## config.mk

```make
export PLATFORM = sky130hd
export DESIGN_NAME = pfc_bank
export DESIGN_NICKNAME = d
export VERILOG_FILES = /design/src/core/pfc_pkg.sv /design/src/core/pfc_bank.sv /design/src/core/pfc_cal_timer.sv
export VERILOG_INCLUDE_DIRS = /design/src /design/src/core
export SDC_FILE = /design/constraint.sdc
export NUM_CORES = 1
export LEC_CHECK = 0
export ABC_AREA = 1
export BUFFER_PORTS_ARGS = -buffer_cell sky130_fd_sc_hd__clkbuf_2
export CAP_MARGIN = 25
export CELL_PAD_IN_SITES_DETAIL_PLACEMENT = 1
export CELL_PAD_IN_SITES_GLOBAL_PLACEMENT = 1
export CORE_AREA = 2 2 104 147
export DETAILED_ROUTE_END_ITERATION = 10
export DIE_AREA = 0 0 106 149
export PLACE_DENSITY = 0.61
export SYNTH_ARGS = -nofsm -noshare
export SYNTH_HDL_FRONTEND = slang
export SYNTH_SLANG_ARGS = --single-unit
```

## constraint.sdc

```tcl
create_clock -name sys_clk -period 1.9 [get_ports sys_clk]
set_input_delay 0.475 -clock sys_clk [delete_from_list [all_inputs] [get_ports sys_clk]]
set_output_delay 0.475 -clock sys_clk [all_outputs]
set_load 0.02 [all_outputs]
```

## src/core/pfc_cfg.svh

```systemverilog
// constants for the synthesizer frequency and calibration control bank
// assumes a 200 MHz system clock and a 6-bit register address
`ifndef PFC_CFG_SVH
`define PFC_CFG_SVH

// register addresses
`define PFC_ADDR_ALT_NUM   6'h13
`define PFC_ADDR_BAND      6'h14
`define PFC_ADDR_CF        6'h1a
`define PFC_ADDR_DCU       6'h1b
`define PFC_ADDR_TST       6'h3d

// reset values
`define PFC_RST_ALT_NUM    8'h00
`define PFC_RST_BAND       4'h0
`define PFC_RST_CF_LOW     7'h57
`define PFC_RST_DCU_LOW    6'h20
`define PFC_RST_TST        8'h00
`define PFC_RD_IDLE        8'h00

// field positions and masks
`define PFC_BIT_GO         7
`define PFC_BIT_CHIP_PICK  7
`define PFC_BIT_CHIP_LVL   6
`define PFC_BIT_TXRX_PICK  5
`define PFC_BIT_FREQ_MODE  4
`define PFC_BAND_STD       4'h0
`define PFC_MASK_BAND      8'h0f
`define PFC_MASK_CF        8'h7f
`define PFC_MASK_DCU       8'h3f
`define PFC_BAND_W         4
`define PFC_CF_LOW_W       7
`define PFC_DCU_LOW_W      6

// timing
`define PFC_CLK_MHZ        200
`define PFC_T_CF_NS        8000
`define PFC_T_DCU_NS       6000
`define PFC_NS_PER_US      1000
`define PFC_CNT_W          11

`endif

```

## src/core/pfc_pkg.sv

```systemverilog
// types shared by the frequency and calibration control bank
// assumes pfc_cfg.svh supplies the numeric constants
package pfc_pkg;

  // one register access from the serial register port
  typedef struct packed {
    logic       wr;
    logic       rd;
    logic [5:0] addr;
    logic [7:0] wdata;
  } pfc_reg_req_t;

  // frequency selection handed to the synthesizer
  typedef struct packed {
    logic       use_alt;
    logic [3:0] band;
    logic [7:0] alt_freq_index;
    logic [4:0] channel;
  } pfc_freq_sel_t;

  // calibration timer states
  typedef enum logic [1:0] {
    PFC_TMR_IDLE = 2'b01,
    PFC_TMR_RUN  = 2'b10
  } pfc_tmr_state_t;

endpackage : pfc_pkg

```

## src/core/pfc_bank.sv

```systemverilog
// synthesizer frequency selection, manual calibration starts and test overrides
// assumes register accesses arrive decoded from the serial port, one per cycle,
// and that channel index and power management enable come from other banks
//
// Overview of operation
// 8-bit alternative number picks carrier in 500kHz steps for alternative bands.
// for band 0x8 software uses numbers 0x20 to 0xFF only.
// for band 0x9 software uses numbers 0x00 to 0xBA only.
// band 0x0 uses the standard channel index and ignores the alternative number.
// software writes only 0x0, 0x8 or 0x9 into band bits 3:0.
// writing one to center start launches an 8us calibration, then self-clears.
// center start reads zero once its calibration has finished.
// writing one to delay-cell start launches a 6us calibration, then self-clears.
// delay-cell start reads zero once its calibration has finished.
// test bits always read and write, act only while power management enabled.
// chip source pick selects normal modulation at 0, manual chip level at 1.
// manual chip level gives continuous 0 chips or continuous 1 chips.
// manual TX/RX pick selects receive frequency at 0, transmit at 1.
// frequency mode bit selects normal TX/RX at 0, manual pick at 1.
// both calibrations may run at the same time without blocking.
// a finished manual center calibration raises lock event when enabled.
// upper four band register bits read zero and ignore writes.
// writing zero to a running start bit does not abort its calibration.
`timescale 1ns/10ps
`include "pfc_cfg.svh"

module pfc_bank (
  input  wire logic                  sys_clk,           // system clock, 200 MHz
  input  wire logic                  resetn,            // async reset, active low
  input  wire pfc_pkg::pfc_reg_req_t reg_req,           // register access request
  input  wire logic [4:0]            std_channel,       // standard channel index
  input  wire logic                  power_mgmt_enable, // enables the test bits' effect
  input  wire logic                  lock_evt_enable,   // lock event enabled
  input  wire logic                  normal_chip,       // chip from the modulator
  input  wire logic                  normal_tx_pick,    // tx/rx from the sequencer
  output logic [7:0]                 reg_rdata,         // read data
  output logic                       reg_rd_valid,      // read data valid pulse
  output pfc_pkg::pfc_freq_sel_t     freq_sel,          // synthesizer frequency select
  output logic                       center_cal_run,    // center calibration active
  output logic                       delay_cal_run,     // delay-cell calibration active
  output logic                       synth_lock_evt,    // lock event pulse
  output logic                       mod_chip_out,      // chip value to modulator
  output logic                       synth_tx_pick      // 1 selects transmit frequency
);

  // calibration lengths in clocks, from the typical times at the system clock rate
  localparam logic [`PFC_CNT_W-1:0] CF_CYCLES =
    `PFC_CNT_W'((`PFC_T_CF_NS * `PFC_CLK_MHZ) / `PFC_NS_PER_US);
  localparam logic [`PFC_CNT_W-1:0] DCU_CYCLES =
    `PFC_CNT_W'((`PFC_T_DCU_NS * `PFC_CLK_MHZ) / `PFC_NS_PER_US);

  // merge write data into a register under a mask of writable bits
  function automatic logic [7:0] merge_wr(input logic [7:0] old_v,
                                          input logic [7:0] new_v,
                                          input logic [7:0] mask);
    merge_wr = (old_v & ~mask) | (new_v & mask);
  endfunction : merge_wr

  // one decode for every register strobe, so all addresses compare the same way
  function automatic logic reg_hit(input pfc_pkg::pfc_reg_req_t req,
                                   input logic [5:0]            addr);
    reg_hit = req.wr && (req.addr == addr);
  endfunction : reg_hit

  // a start request is a write to the register that carries a one in the start bit
  function automatic logic go_hit(input pfc_pkg::pfc_reg_req_t req,
                                  input logic                  wr_sel);
    go_hit = wr_sel && req.wdata[`PFC_BIT_GO];
  endfunction : go_hit

  // programmed register contents
  logic [7:0] alt_freq_index_ff;
  logic [3:0] freq_band_code_ff;
  logic [6:0] center_cal_value_ff;
  logic [5:0] delay_cal_low_ff;
  logic [7:0] mod_test_ff;

  // output flip-flops
  logic [7:0] reg_rdata_ff;
  logic       reg_rd_valid_ff;
  logic       synth_lock_evt_ff;
  logic       mod_chip_ff;
  logic       synth_tx_pick_ff;
  logic       center_cal_run_ff;
  logic       delay_cal_run_ff;
  pfc_pkg::pfc_freq_sel_t freq_sel_ff;

  // next values and write strobes
  pfc_pkg::pfc_freq_sel_t nxt_freq_sel;
  logic [7:0] nxt_rdata;
  logic [7:0] tst_eff;
  logic       wr_alt;
  logic       wr_band;
  logic       wr_cf;
  logic       wr_dcu;
  logic       wr_tst;
  logic       center_cal_go;
  logic       delay_cal_go;

  // calibration timer status
  logic       cf_busy;
  logic       cf_done;
  logic       dcu_busy;
  logic       dcu_done;

  // write strobes per register
  // an unmapped address matches no strobe, so such writes are dropped
  assign wr_alt  = reg_hit(reg_req, `PFC_ADDR_ALT_NUM);
  assign wr_band = reg_hit(reg_req, `PFC_ADDR_BAND);
  assign wr_cf   = reg_hit(reg_req, `PFC_ADDR_CF);
  assign wr_dcu  = reg_hit(reg_req, `PFC_ADDR_DCU);
  assign wr_tst  = reg_hit(reg_req, `PFC_ADDR_TST);

  // only a written one starts; a written zero never aborts a running cycle
  assign center_cal_go = go_hit(reg_req, wr_cf);   // see R6
  assign delay_cal_go  = go_hit(reg_req, wr_dcu);  // see R8

  // independent timers, so both calibrations can overlap
  // two small counters cost a few flops but keep one loop from queuing behind the other
  pfc_cal_timer #(
    .CYCLES (CF_CYCLES)
  ) u_center_timer (
    .sys_clk (sys_clk),
    .resetn  (resetn),
    .start   (center_cal_go),  // see R6
    .busy    (cf_busy),
    .done    (cf_done)
  );

  pfc_cal_timer #(
    .CYCLES (DCU_CYCLES)
  ) u_delay_timer (
    .sys_clk (sys_clk),
    .resetn  (resetn),
    .start   (delay_cal_go),   // see R8
    .busy    (dcu_busy),
    .done    (dcu_done)
  );

  // alternative frequency number, every value is stored as written
  always_ff @(posedge sys_clk or negedge resetn) begin
    if (!resetn) begin
      alt_freq_index_ff <= `PFC_RST_ALT_NUM;
    end else if (wr_alt) begin
      alt_freq_index_ff <= reg_req.wdata;
    end
  end

  // band code; upper nibble is not stored at all
  always_ff @(posedge sys_clk or negedge resetn) begin
    if (!resetn) begin
      freq_band_code_ff <= `PFC_RST_BAND;
    end else if (wr_band) begin
      freq_band_code_ff <= reg_req.wdata[`PFC_BAND_W-1:0];
    end
  end

  // low bits of the center register; its start bit lives in the center timer
  always_ff @(posedge sys_clk or negedge resetn) begin
    if (!resetn) begin
      center_cal_value_ff <= `PFC_RST_CF_LOW;
    end else if (wr_cf) begin
      center_cal_value_ff <= reg_req.wdata[`PFC_CF_LOW_W-1:0];
    end
  end

  // low bits of the delay-cell register; the read-only bit above them is not stored
  always_ff @(posedge sys_clk or negedge resetn) begin
    if (!resetn) begin
      delay_cal_low_ff <= `PFC_RST_DCU_LOW;
    end else if (wr_dcu) begin
      delay_cal_low_ff <= reg_req.wdata[`PFC_DCU_LOW_W-1:0];
    end
  end

  // test register is always accessible, whatever the power state
  // the gate sits after the register, so readback never depends on power state
  always_ff @(posedge sys_clk or negedge resetn) begin
    if (!resetn) begin
      mod_test_ff <= `PFC_RST_TST;
    end else if (wr_tst) begin
      mod_test_ff <= merge_wr(mod_test_ff, reg_req.wdata, 8'hff);
    end
  end

  // read mux; the start bits show the live timer state
  always_comb begin
    nxt_rdata = `PFC_RD_IDLE;
    case (reg_req.addr)
      `PFC_ADDR_ALT_NUM: nxt_rdata = alt_freq_index_ff;
      `PFC_ADDR_BAND:    nxt_rdata = merge_wr(`PFC_RD_IDLE, {4'h0, freq_band_code_ff},
                                              `PFC_MASK_BAND);
      `PFC_ADDR_CF:      nxt_rdata = {cf_busy, center_cal_value_ff};  // see R7
      `PFC_ADDR_DCU:     nxt_rdata = {dcu_busy, 1'b0, delay_cal_low_ff};  // see R9
      `PFC_ADDR_TST:     nxt_rdata = mod_test_ff;
      // unmapped addresses read as zero
      default:           nxt_rdata = `PFC_RD_IDLE;
    endcase
  end

  // read valid follows every read request by exactly one cycle
  always_ff @(posedge sys_clk or negedge resetn) begin
    if (!resetn) begin
      reg_rd_valid_ff <= 1'b0;
    end else begin
      reg_rd_valid_ff <= reg_req.rd;
    end
  end

  // read data is registered and holds until the next read
  always_ff @(posedge sys_clk or negedge resetn) begin
    if (!resetn) begin
      reg_rdata_ff <= `PFC_RD_IDLE;
    end else if (reg_req.rd) begin
      reg_rdata_ff <= nxt_rdata;
    end
  end

  // frequency selection: band zero falls back to the standard channel
  // reserved bands pass on as written; keeping them legal is up to software
  always_comb begin
    nxt_freq_sel.band    = freq_band_code_ff;
    nxt_freq_sel.channel = std_channel;
    if (freq_band_code_ff == `PFC_BAND_STD) begin
      nxt_freq_sel.use_alt        = 1'b0;
      nxt_freq_sel.alt_freq_index = `PFC_RST_ALT_NUM;
    end else begin
      nxt_freq_sel.use_alt        = 1'b1;
      nxt_freq_sel.alt_freq_index = alt_freq_index_ff;
    end
  end

  // registered so the synthesizer never sees a half-updated band and number
  always_ff @(posedge sys_clk or negedge resetn) begin
    if (!resetn) begin
      freq_sel_ff <= '0;
    end else begin
      freq_sel_ff <= nxt_freq_sel;
    end
  end

  // center run flag, registered from the timer busy in step with the start bit readback
  always_ff @(posedge sys_clk or negedge resetn) begin
    if (!resetn) begin
      center_cal_run_ff <= 1'b0;
    end else begin
      center_cal_run_ff <= cf_busy;
    end
  end

  // delay-cell run flag, independent of the center loop
  always_ff @(posedge sys_clk or negedge resetn) begin
    if (!resetn) begin
      delay_cal_run_ff <= 1'b0;
    end else begin
      delay_cal_run_ff <= dcu_busy;  // see R8
    end
  end

  // lock event: one pulse per finished center cycle, none while masked
  always_ff @(posedge sys_clk or negedge resetn) begin
    if (!resetn) begin
      synth_lock_evt_ff <= 1'b0;
    end else begin
      synth_lock_evt_ff <= cf_done && lock_evt_enable;
    end
  end

  // test bits act only with power management on, else reset values apply
  // dropping power management takes effect on the next clock, not mid-chip
  assign tst_eff = power_mgmt_enable ? mod_test_ff : `PFC_RST_TST;

  // modulation chip: manual level only when the gated test bits ask for it
  always_ff @(posedge sys_clk or negedge resetn) begin
    if (!resetn) begin
      mod_chip_ff <= 1'b0;
    end else if (tst_eff[`PFC_BIT_CHIP_PICK]) begin
      mod_chip_ff <= tst_eff[`PFC_BIT_CHIP_LVL];  // see R11
    end else begin
      mod_chip_ff <= normal_chip;
    end
  end

  // tx/rx frequency pick: manual pick only in manual frequency mode
  always_ff @(posedge sys_clk or negedge resetn) begin
    if (!resetn) begin
      synth_tx_pick_ff <= 1'b0;
    end else if (tst_eff[`PFC_BIT_FREQ_MODE]) begin
      synth_tx_pick_ff <= tst_eff[`PFC_BIT_TXRX_PICK];  // see R13
    end else begin
      synth_tx_pick_ff <= normal_tx_pick;
    end
  end

  // outputs straight from flip-flops
  assign reg_rdata      = reg_rdata_ff;
  assign reg_rd_valid   = reg_rd_valid_ff;
  assign freq_sel       = freq_sel_ff;
  assign center_cal_run = center_cal_run_ff;
  assign delay_cal_run  = delay_cal_run_ff;
  assign synth_lock_evt = synth_lock_evt_ff;
  assign mod_chip_out   = mod_chip_ff;
  assign synth_tx_pick  = synth_tx_pick_ff;

endmodule : pfc_bank

```

## src/core/pfc_cal_timer.sv

```systemverilog
// calibration cycle timer: runs a fixed number of clocks after a start pulse
// assumes start is a one-cycle pulse in the sys_clk domain
`timescale 1ns/10ps
`include "pfc_cfg.svh"

module pfc_cal_timer #(
  parameter logic [`PFC_CNT_W-1:0] CYCLES = `PFC_CNT_W'h1
) (
  input  wire logic sys_clk, // system clock
  input  wire logic resetn,  // async reset, active low
  input  wire logic start,   // start request pulse
  output logic      busy,    // calibration running
  output logic      done     // one-cycle pulse at completion
);

  pfc_pkg::pfc_tmr_state_t  state_ff;
  pfc_pkg::pfc_tmr_state_t  nxt_state;
  logic [`PFC_CNT_W-1:0]    cnt_ff;
  logic [`PFC_CNT_W-1:0]    nxt_cnt;
  logic                     last;

  assign last = (cnt_ff == CYCLES - `PFC_CNT_W'h1);

  // a start during the final cycle reloads, so the new request is not lost
  always_comb begin
    nxt_state = state_ff;
    nxt_cnt   = cnt_ff;
    case (state_ff)
      pfc_pkg::PFC_TMR_IDLE: begin
        if (start) begin
          nxt_state = pfc_pkg::PFC_TMR_RUN;
          nxt_cnt   = '0;
        end
      end
      pfc_pkg::PFC_TMR_RUN: begin
        if (last && start) begin
          nxt_cnt = '0;
        end else if (last) begin
          nxt_state = pfc_pkg::PFC_TMR_IDLE;
        end else begin
          nxt_cnt = cnt_ff + `PFC_CNT_W'h1;
        end
      end
      default: begin
        nxt_state = pfc_pkg::PFC_TMR_IDLE;
        nxt_cnt   = '0;
      end
    endcase
  end

  // state and cycle counter
  always_ff @(posedge sys_clk or negedge resetn) begin
    if (!resetn) begin
      state_ff <= pfc_pkg::PFC_TMR_IDLE;
      cnt_ff   <= '0;
    end else begin
      state_ff <= nxt_state;
      cnt_ff   <= nxt_cnt;
    end
  end

  assign busy = (state_ff == pfc_pkg::PFC_TMR_RUN);
  assign done = busy && last;

endmodule : pfc_cal_timer

```

==> impl_metrics.tcl, run 1 <==
set metrics [dict create \
    drt_iter0_drc 115 \
    diodes 0 \
    numCtsBuffers 9 \
    setup_viol 0 \
    grt_max_degree 37 \
    gr-total-overflow 0 \
    pin_count 59 \
    yosysMostFrequentCell "nand2_1" \
    drt_wl_total_mm 11.6 \
    met2_usage_pct 30.0 \
    hpwl_mm 8.97 \
    die_x_um 106 \
    clk_path_buf_depth 2 \
    arrival_ns 1.95 \
    drv_slew 0 \
    reg2reg_from "u_center_timer.cnt_ff[0]" \
    setup_ws_ns 0.178 \
    status "finished clean" \
    min_period_ns 1.72 \
    die-area_um2 15800 \
    hold_path.class "input port to asynchronous set/reset pin" \
    synthTopCellsByCount "124 x nand2_1, 83 x dfrtp_1, 61 x nand3_1, 50 x inv_1, 47 x nor2_1" \
    first_global_vias 3908 \
    placedCellCount 753 \
    slew_headroom_pct 47.5 \
    netlist_instances 499 \
    setup.worst_path.class "register to register" \
    clkTransAtPathRegs_ns 0.06 \
    synth-seq-cells 91 \
    drive_gt1_share_pct 23.4 \
    grt_pass1_wl_mm 19.5 \
    cts_tree "built" \
    die_y_um 149 \
    worstMarginPinSlew_ns 0.785 \
    wl_per_cell_um 15.1 \
    globalplace.congestion 0.822 \
    ys_top_cells_by_area "dfrtp_1 49%, nand2_1 11%, nand3_1 7.2%, dfstp_2 4.9%, inv_1 4.4%" \
    peakVddDrop_v 0.000567 \
    met1_usage_pct 17.9 \
    ant_nets 0 \
    via_per_inst 4.67 \
    synthArstFlopShare_pct 100 \
    firstDrtPassIters 4 \
    syn-num-nets 528 \
    ys_seq_area_share_pct 53.6 \
    p_leak_nw 2.53 \
    fp-row-count 53 \
    cts-root-buf "clkbuf_16" \
    cap_violations 0 \
    core_um2 14700 \
    top_usage_layer "met2" \
    fmax_mhz 581 \
    yosys.area.top_type_share_pct 48.7 \
    cts_hold_buf 0 \
    area_growth_pct 21.7 \
    crit_required_ns 2.12 \
    clk_latency_ns 0.34 \
    start_kind "register" \
    skew_ns 0.00643 \
    hold_slack_ns 0.0750 \
    avgSynthCellArea_um2 8.55 \
    cts.sinks 91 \
    power_density_nw_per_um2 990 \
    synth_edf_count 0 \
    nNetsFinal 601 \
    crit_fanout 7 \
    initial_utilization_pct 29.1 \
    antenna_found_initial 0 \
    use_met3_pct 2.14 \
    synthesis.area_um2 4270 \
    min_period_over_period_pct 90.6 \
    cp-end-kind "register" \
    yosysWarnings 0 \
    synth_ff_type "dfrtp_1" \
    preCtsSetupSlack_ns 0.0699 \
    crit_start "u_center_timer.cnt_ff[0]" \
    layout.cells.non_filler 769 \
    yosysTopAreaCell "dfrtp_1" \
    port_buffers 58 \
    post-route-util_pct 35.4 \
    dr_total_vias 3595 \
    ys_types 34 \
    htree_levels 3 \
    hold_viol 0 \
    grt.total_usage_pct 15.7 \
    drc 0 \
    rsz0062_at_grt "true" \
]
==> stage by stage <==
stage                     TNS, ns  power [W]  cell area, um2
after floorplan                 0    0.00283            4270
after global placement          0    0.00315            4850
after detailed placement        0    0.00319            4850
after CTS                       0    0.00522            5190
after global routing      -0.0352    0.00541            5190
final                           0    0.00514            5190
==> metal layers <==
| layer | up-vias | part of all wire [%] |
|---|---|---|
| met5 | - | 0 |
| met4 | 0 | 1.5 |
| li1 | 1765 | - |
| met3 | 9 | 1.6 |
| met1 | 1790 | 40 |
| met2 | 31 | 57 |
==> path summary, 6_finish.rpt <==
check                      slack, ns  cells past startpoint                       end
max in group asynchronous       1.19                      2       delay_cal_low_ff[5]
max reg2reg                     0.18                      8  u_center_timer.cnt_ff[3]
max                             0.18                      8  u_center_timer.cnt_ff[3]
min                             0.08                      1      alt_freq_index_ff[1]
min reg2reg                     0.46                      0              freq_sel[15]
min in group sys_clk            0.24                      1               freq_sel[0]
==> worst max-delay path: stages, from the launching register on <==
cell     delay, ns
dfrtp_1       0.43
ha_1          0.19
nand2_1       0.08
nor2_1        0.13
nand3_1       0.22
nand2_1       0.16
nand3_2       0.20
nand3_1       0.15
nand2_1       0.06
==> what timing repair did <==
action / 4_1_cts / 5_1_grt
gates resized for setup: 0 / 0
setup endpoints to repair: 0 / 2
buffers inserted: 0 / 0
==> state kept, by name, indices dropped and copies added (netlist names), 2 cells and up <==
| register | cells |
|---|---|
| mod_test_ff | 8 |
| u_center_timer.state_ff | 2 |
| center_cal_value_ff | 7 |
| alt_freq_index_ff | 8 |
| u_delay_timer.state_ff | 2 |
| freq_band_code_ff | 4 |
| delay_cal_low_ff | 6 |
| freq_sel | 18 |
| reg_rdata | 8 |
| u_delay_timer.cnt_ff | 11 |
| u_center_timer.cnt_ff | 11 |
==> where the power goes <==
group	internal [W]	switching, W	leakage (nW)
Combinational	0.000255	0.000531	1.20
Clock	0.00126	0.000736	0.166
Sequential	0.00219	0.000164	1.16
Total	0.00371	0.00143	2.53
==> cell families after synthesis <==
group / Yosys count / synth area share (%)
compound gates: 63 / 8.77
simple gates: 271 / 29.4
fa+ha+maj: 2 / 0.586
buf+inv: 65 / 6.25
xor+xnor: 7 / 1.44
flops: 91 / 53.6
==> layout make-up <==
type | instances | area (um2)
clock buffer | 13 | 270
clock inverter | 3 | 68.8
fill | 1761 | 9460
inverter | 56 | 210
multi-input combinational | 343 | 1710
sequential | 91 | 2290
tap | 192 | 240
timing repair buffer | 71 | 403
==> cell usage in the layout, fill, tap and decap left out, types with 2 or more instances in the layout <==
master and instances:
a31oi_1 5, ha_1 2, nand4_1 7, nor3_1 7, o22ai_1 2, xor2_1 6, nand3_1 61, a21oi_1 11
bufinv_16 2, o21ai_2 9, o21ai_1 25, dfstp_2 8, buf_4 13, inv_2 6, o21a_1 5, or2_2 2
nor2_4 5, nand2_2 9, nand2_1 124, inv_1 50, nor2_1 47, clkbuf_8 3, nor2_2 3, clkbuf_16 9
o21ai_0 5, dfrtp_1 83, clkbuf_2 57
Note: power is estimated with default switching activity, not from simulation.
==> inputs of run 2 (changes only) <==
--- a/config.mk
+++ b/config.mk
@@ -11,10 +11,10 @@
 export CAP_MARGIN = 25
 export CELL_PAD_IN_SITES_DETAIL_PLACEMENT = 1
 export CELL_PAD_IN_SITES_GLOBAL_PLACEMENT = 1
-export CORE_AREA = 2 2 104 147
+export CORE_AREA = 2 2 88 123
 export DETAILED_ROUTE_END_ITERATION = 10
-export DIE_AREA = 0 0 106 149
-export PLACE_DENSITY = 0.61
+export DIE_AREA = 0 0 90 125
+export PLACE_DENSITY = 0.81
 export SYNTH_ARGS = -nofsm -noshare
 export SYNTH_HDL_FRONTEND = slang
 export SYNTH_SLANG_ARGS = --single-unit
==> impl_metrics.tcl, run 2 (synthesis results as in run 1) <==
set metrics [dict create \
    hold_viol 0 \
    min_period_ns 1.78 \
    first_global_vias 4159 \
    initial_utilization_pct 41.7 \
    rsz0062_at_grt "false" \
    placedCellCount 701 \
    clkTransAtPathRegs_ns 0.07 \
    start_kind "register" \
    wl_per_cell_um 16.7 \
    crit_fanout 13 \
    arrival_ns 2.00 \
    final_common_cell "nand2_1" \
    power_density_nw_per_um2 967 \
    cts_tree "built" \
    setup.worst_path.class "register to register" \
    pin_count 59 \
    die_x_um 90 \
    numCtsBuffers 9 \
    drt_wl_total_mm 12.0 \
    fp-row-count 44 \
    finalSetupTns_ns 0 \
    firstDrtPassIters 4 \
    status "finished clean" \
    ant_nets 0 \
    grt.total_usage_pct 22.9 \
    die_y_um 125 \
    fmax_mhz 561 \
    hpwl_mm 8.80 \
    grt_pass1_wl_mm 20.3 \
    peakVddDrop_v 0.000481 \
    cap_violations 0 \
    total_power_w 0.00495 \
    cts.sinks 91 \
    drc 0 \
    p_leak_nw 2.51 \
    die-area_um2 11300 \
    skew_ns 0.00851 \
    globalplace.congestion 0.836 \
    multi_input_area_um2 1720 \
    drive_gt1_share_pct 23.7 \
    core_um2 10200 \
    htree_levels 3 \
    cts_hold_buf 0 \
    drt_iter0_drc 138 \
    port_buffers 58 \
    register_area_um2 2290 \
    via_per_inst 5.22 \
    hold_slack_ns 0.0109 \
    largest_register_ff_count 18 \
    cp-end-kind "register" \
    slew_headroom_pct 43.0 \
    drv_slew 0 \
    fillers 1272 \
    area_growth_pct 19.9 \
    mostFrequentLayoutCells "124 x nand2_1, 83 x dfrtp_1, 60 x nand3_1, 57 x clkbuf_2, 50 x inv_1" \
    layout.cells.non_filler 717 \
    antenna_found_initial 0 \
    clk_path_buf_depth 2 \
    setup_viol 0 \
    diodes 0 \
    clk_latency_ns 0.35 \
    nNetsFinal 603 \
    grt_max_degree 50 \
    setup_ws_ns 0.118 \
    min_period_over_period_pct 93.8 \
    dr_total_vias 3742 \
    crit_required_ns 2.12 \
    worstMarginPinSlew_ns 0.851 \
    cts-root-buf "clkbuf_16" \
    preCtsSetupSlack_ns 0.0737 \
    hold_path.class "input port to asynchronous set/reset pin" \
    gr-total-overflow 0 \
]
[run 2: routing by layer]
metal	routed length, um	up-vias	track usage, %
met5	0	-	0
met3	278	36	3.25
met1	4470	1874	23.8
met4	486	0	12.5
met2	6750	63	43.6
li1	-	1769	-
[run 2: worst max-delay path, cell delays in order (launching register included)]
cell and delay [ns]:
dfstp_2 0.37, nor2_1 0.65, nand4_1 0.20, nand2_2 0.12, nand2_2 0.13, nand3_1 0.11, nand2_1 0.07
[run 2: power breakdown]
group	switching, W	internal, W
Sequential	0.000171	0.00219
Clock	0.000726	0.00106
Combinational	0.000537	0.000263
[run 2: timing repair]
action	4_1_cts	5_1_grt
resized for setup	0	3
buffers inserted	0	0
setup endpoints to repair	0	5
[run 2: per-stage QoR]
step / cell area [um2] / utilization [%]
after global placement: 4810 / 47.0
final: 5110 / 50.0
after global routing: 5110 / 50.0
after CTS: 5100 / 49.9
after detailed placement: 4810 / 47.0
after floorplan: 4270 / -
[run 2: layout make-up]
type                            count  share of cell area (%)
Sequential cell                    91                    44.7
Multi-Input combinational cell    343                    33.7
Timing Repair Buffer               73                    8.41
Clock buffer                       14                    4.97
Inverter                           56                    4.11
Tap cell                          138                    3.38
Clock inverter                      2                   0.734
[run 2: path summary, 6_finish.rpt]
check | start | endpoint | slack (ns) | cells past startpoint
max | u_delay_timer.state_ff[0] | u_delay_timer.cnt_ff[5] | 0.12 | 6
min | resetn | freq_sel[16] | 0.01 | 1
max reg2reg | u_delay_timer.state_ff[0] | u_delay_timer.cnt_ff[5] | 0.12 | 6
min reg2reg | freq_band_code_ff[0] | freq_sel[13] | 0.44 | 0
max in group asynchronous | resetn | u_center_timer.state_ff[0] | 1.23 | 2
min in group sys_clk | std_channel[0] | freq_sel[0] | 0.23 | 1
==> inputs of run 3 (changes only) <==
--- a/config.mk
+++ b/config.mk
@@ -11,10 +11,10 @@
 export CAP_MARGIN = 25
 export CELL_PAD_IN_SITES_DETAIL_PLACEMENT = 1
 export CELL_PAD_IN_SITES_GLOBAL_PLACEMENT = 1
-export CORE_AREA = 2 2 88 123
+export CORE_AREA = 2 2 85 119
 export DETAILED_ROUTE_END_ITERATION = 10
-export DIE_AREA = 0 0 90 125
-export PLACE_DENSITY = 0.81
+export DIE_AREA = 0 0 87 121
+export PLACE_DENSITY = 0.86
 export SYNTH_ARGS = -nofsm -noshare
 export SYNTH_HDL_FRONTEND = slang
 export SYNTH_SLANG_ARGS = --single-unit
==> constraint.sdc (replaced) <==
create_clock -name sys_clk -period 2.05 [get_ports sys_clk]
set_input_delay 0.5125 -clock sys_clk [delete_from_list [all_inputs] [get_ports sys_clk]]
set_output_delay 0.5125 -clock sys_clk [all_outputs]
set_load 0.02 [all_outputs]
==> impl_metrics.tcl, run 3 (synthesis results as in run 1) <==
set metrics [dict create \
    power.internal_w 0.00350 \
    met1_usage_pct 28.8 \
    cts_hold_buf 0 \
    antenna_found_initial 1 \
    final_common_cell "nand2_1" \
    worstMarginPinSlew_ns 0.872 \
    crit_required_ns 2.28 \
    arrival_ns 2.09 \
    drt_wl_total_mm 12.2 \
    mostFrequentLayoutCells "124 x nand2_1, 83 x dfrtp_1, 60 x nand3_1, 57 x clkbuf_2, 50 x inv_1" \
    die_y_um 121 \
    p_leak_nw 2.52 \
    clk_path_buf_depth 2 \
    drt_iter0_drc 179 \
    use_met3_pct 3.74 \
    initial_utilization_pct 45.4 \
    placedCellCount 669 \
    sequentialPowerShare_pct 45.0 \
    fp-row-count 42 \
    largest_register_ff_count 18 \
    cts.sinks 91 \
    post_cts_buffers 0 \
    drc 0 \
    slew_headroom_pct 41.6 \
    grt_pass1_wl_mm 20.3 \
    hold_viol 0 \
    port_buffers 58 \
    crit_fanout 6 \
    pin_count 59 \
    nNetsFinal 599 \
    pwr-share-comb_pct 15.5 \
    setup.worst_path.class "register to register" \
    wl_per_cell_um 17.9 \
    grt.total_usage_pct 25.0 \
    ant_nets 0 \
    core_um2 9410 \
    dr_total_vias 3801 \
    cts-root-buf "clkbuf_16" \
    switching_share_pct 27.9 \
    rsz0062_at_grt "false" \
    grt_max_degree 34 \
    drv_slew 0 \
    reg2reg_from "u_delay_timer.cnt_ff[0]" \
    htree_levels 3 \
    finalSetupTns_ns 0 \
    status "finished clean" \
    firstDrtPassIters 4 \
    min_period_over_period_pct 90.7 \
    layout.cells.non_filler 686 \
    numCtsBuffers 9 \
    die-area_um2 10500 \
    cts_tree "built" \
    via_per_inst 5.54 \
    clkTransAtPathRegs_ns 0.06 \
    clk_latency_ns 0.34 \
    start_kind "register" \
    cap_violations 0 \
    skew_ns 0.00312 \
    min_period_ns 1.86 \
    gr-total-overflow 0 \
    power_density_nw_per_um2 951 \
    drive_gt1_share_pct 23.3 \
    met2_usage_pct 44.0 \
    setup_viol 0 \
    p_switching_w 0.00135 \
    first_global_vias 4095 \
    clockPowerShare_pct 39.5 \
    top_usage_layer "met2" \
    peakVddDrop_v 0.000552 \
    die_x_um 87 \
    area_growth_pct 19.6 \
    crit_start "u_delay_timer.cnt_ff[0]" \
    globalplace.congestion 0.834 \
    fmax_mhz 538 \
    hpwl_mm 8.75 \
    cp-end-kind "register" \
    hold_path.class "input port to asynchronous set/reset pin" \
]
==> run 3: cell types whose count changed in the layout (fill, tap and decap cells not counted), sizes merged <==
| cell | delta |
|---|---|
| buf | -4 |
| bufinv | +2 |
| clkbuf | -2 |
| clkinv | +1 |
| clkinvlp | -1 |
| diode | +1 |
==> run 3: worst max-delay path, cell delays in order, from the launching register on <==
cell	delay, ns
dfrtp_1	0.47
ha_2	0.28
nand3_1	0.19
inv_1	0.14
nand3_1	0.18
nor2_1	0.26
nor2_1	0.08
nand3_1	0.08
nand2_1	0.06
==> run 3: cell type report <==
cell class,count,area [um2]
inverter,56,210
antenna,1,2.50
fill,1141,4300
multi-input combinational,343,1720
tap,110,138
clock buffer,12,246
timing repair buffer,69,400
clock inverter,4,98.8
sequential,91,2290
==> run 3: path summary, 6_finish.rpt <==
kind | endpoint | slack [ns] | cells after the start
min reg2reg | freq_sel[13] | 0.45 | 0
max | u_delay_timer.cnt_ff[5] | 0.19 | 8
min | alt_freq_index_ff[1] | 0.12 | 1
max in group asynchronous | u_delay_timer.state_ff[0] | 1.34 | 2
max reg2reg | u_delay_timer.cnt_ff[5] | 0.19 | 8
min in group sys_clk | freq_sel[1] | 0.27 | 1
==> run 3: timing repair <==
| action | 4_1_cts | 5_1_grt |
|---|---|---|
| gates resized for setup | 0 | 2 |
| endpoints found under the hold margin | 0 | 0 |
| setup endpoints to repair | 0 | 5 |
==> run 3: per-stage QoR <==
stage / utilization, % / area [um2] / power [W] / setup WS (ns) / hold WS, ns
after global routing: 54.3 / 5100 / 0.00505 / 0.0326 / 0.140
after detailed placement: 50.5 / 4750 / 0.00296 / 0.188 / 0.436
after floorplan: - / 4270 / 0.00262 / 0.525 / 0.217
after global placement: 50.5 / 4750 / 0.00291 / 0.226 / 0.438
after CTS: 54.2 / 5090 / 0.00488 / 0.0934 / 0.132
final: 54.3 / 5100 / 0.00486 / 0.192 / 0.121
==> run 3: power groups by stage <==
stage	clock (W)	combinational, W	sequential (W)
2_1_floorplan	0	0.000366	0.00226
3_3_place_gp	0	0.000712	0.00220
6_report	0.00192	0.000751	0.00218
4_1_cts	0.00193	0.000764	0.00218
5_1_grt	0.00201	0.000834	0.00221
3_5_place_dp	0	0.000745	0.00221
==> run 3: layer usage <==
metal	vias up	part of all wire, %	wire, um
li1	1762	-	-
met1	1916	39	4740
met2	86	55	6720
met3	37	2.8	337
met4	0	3.7	453
met5	-	0	0
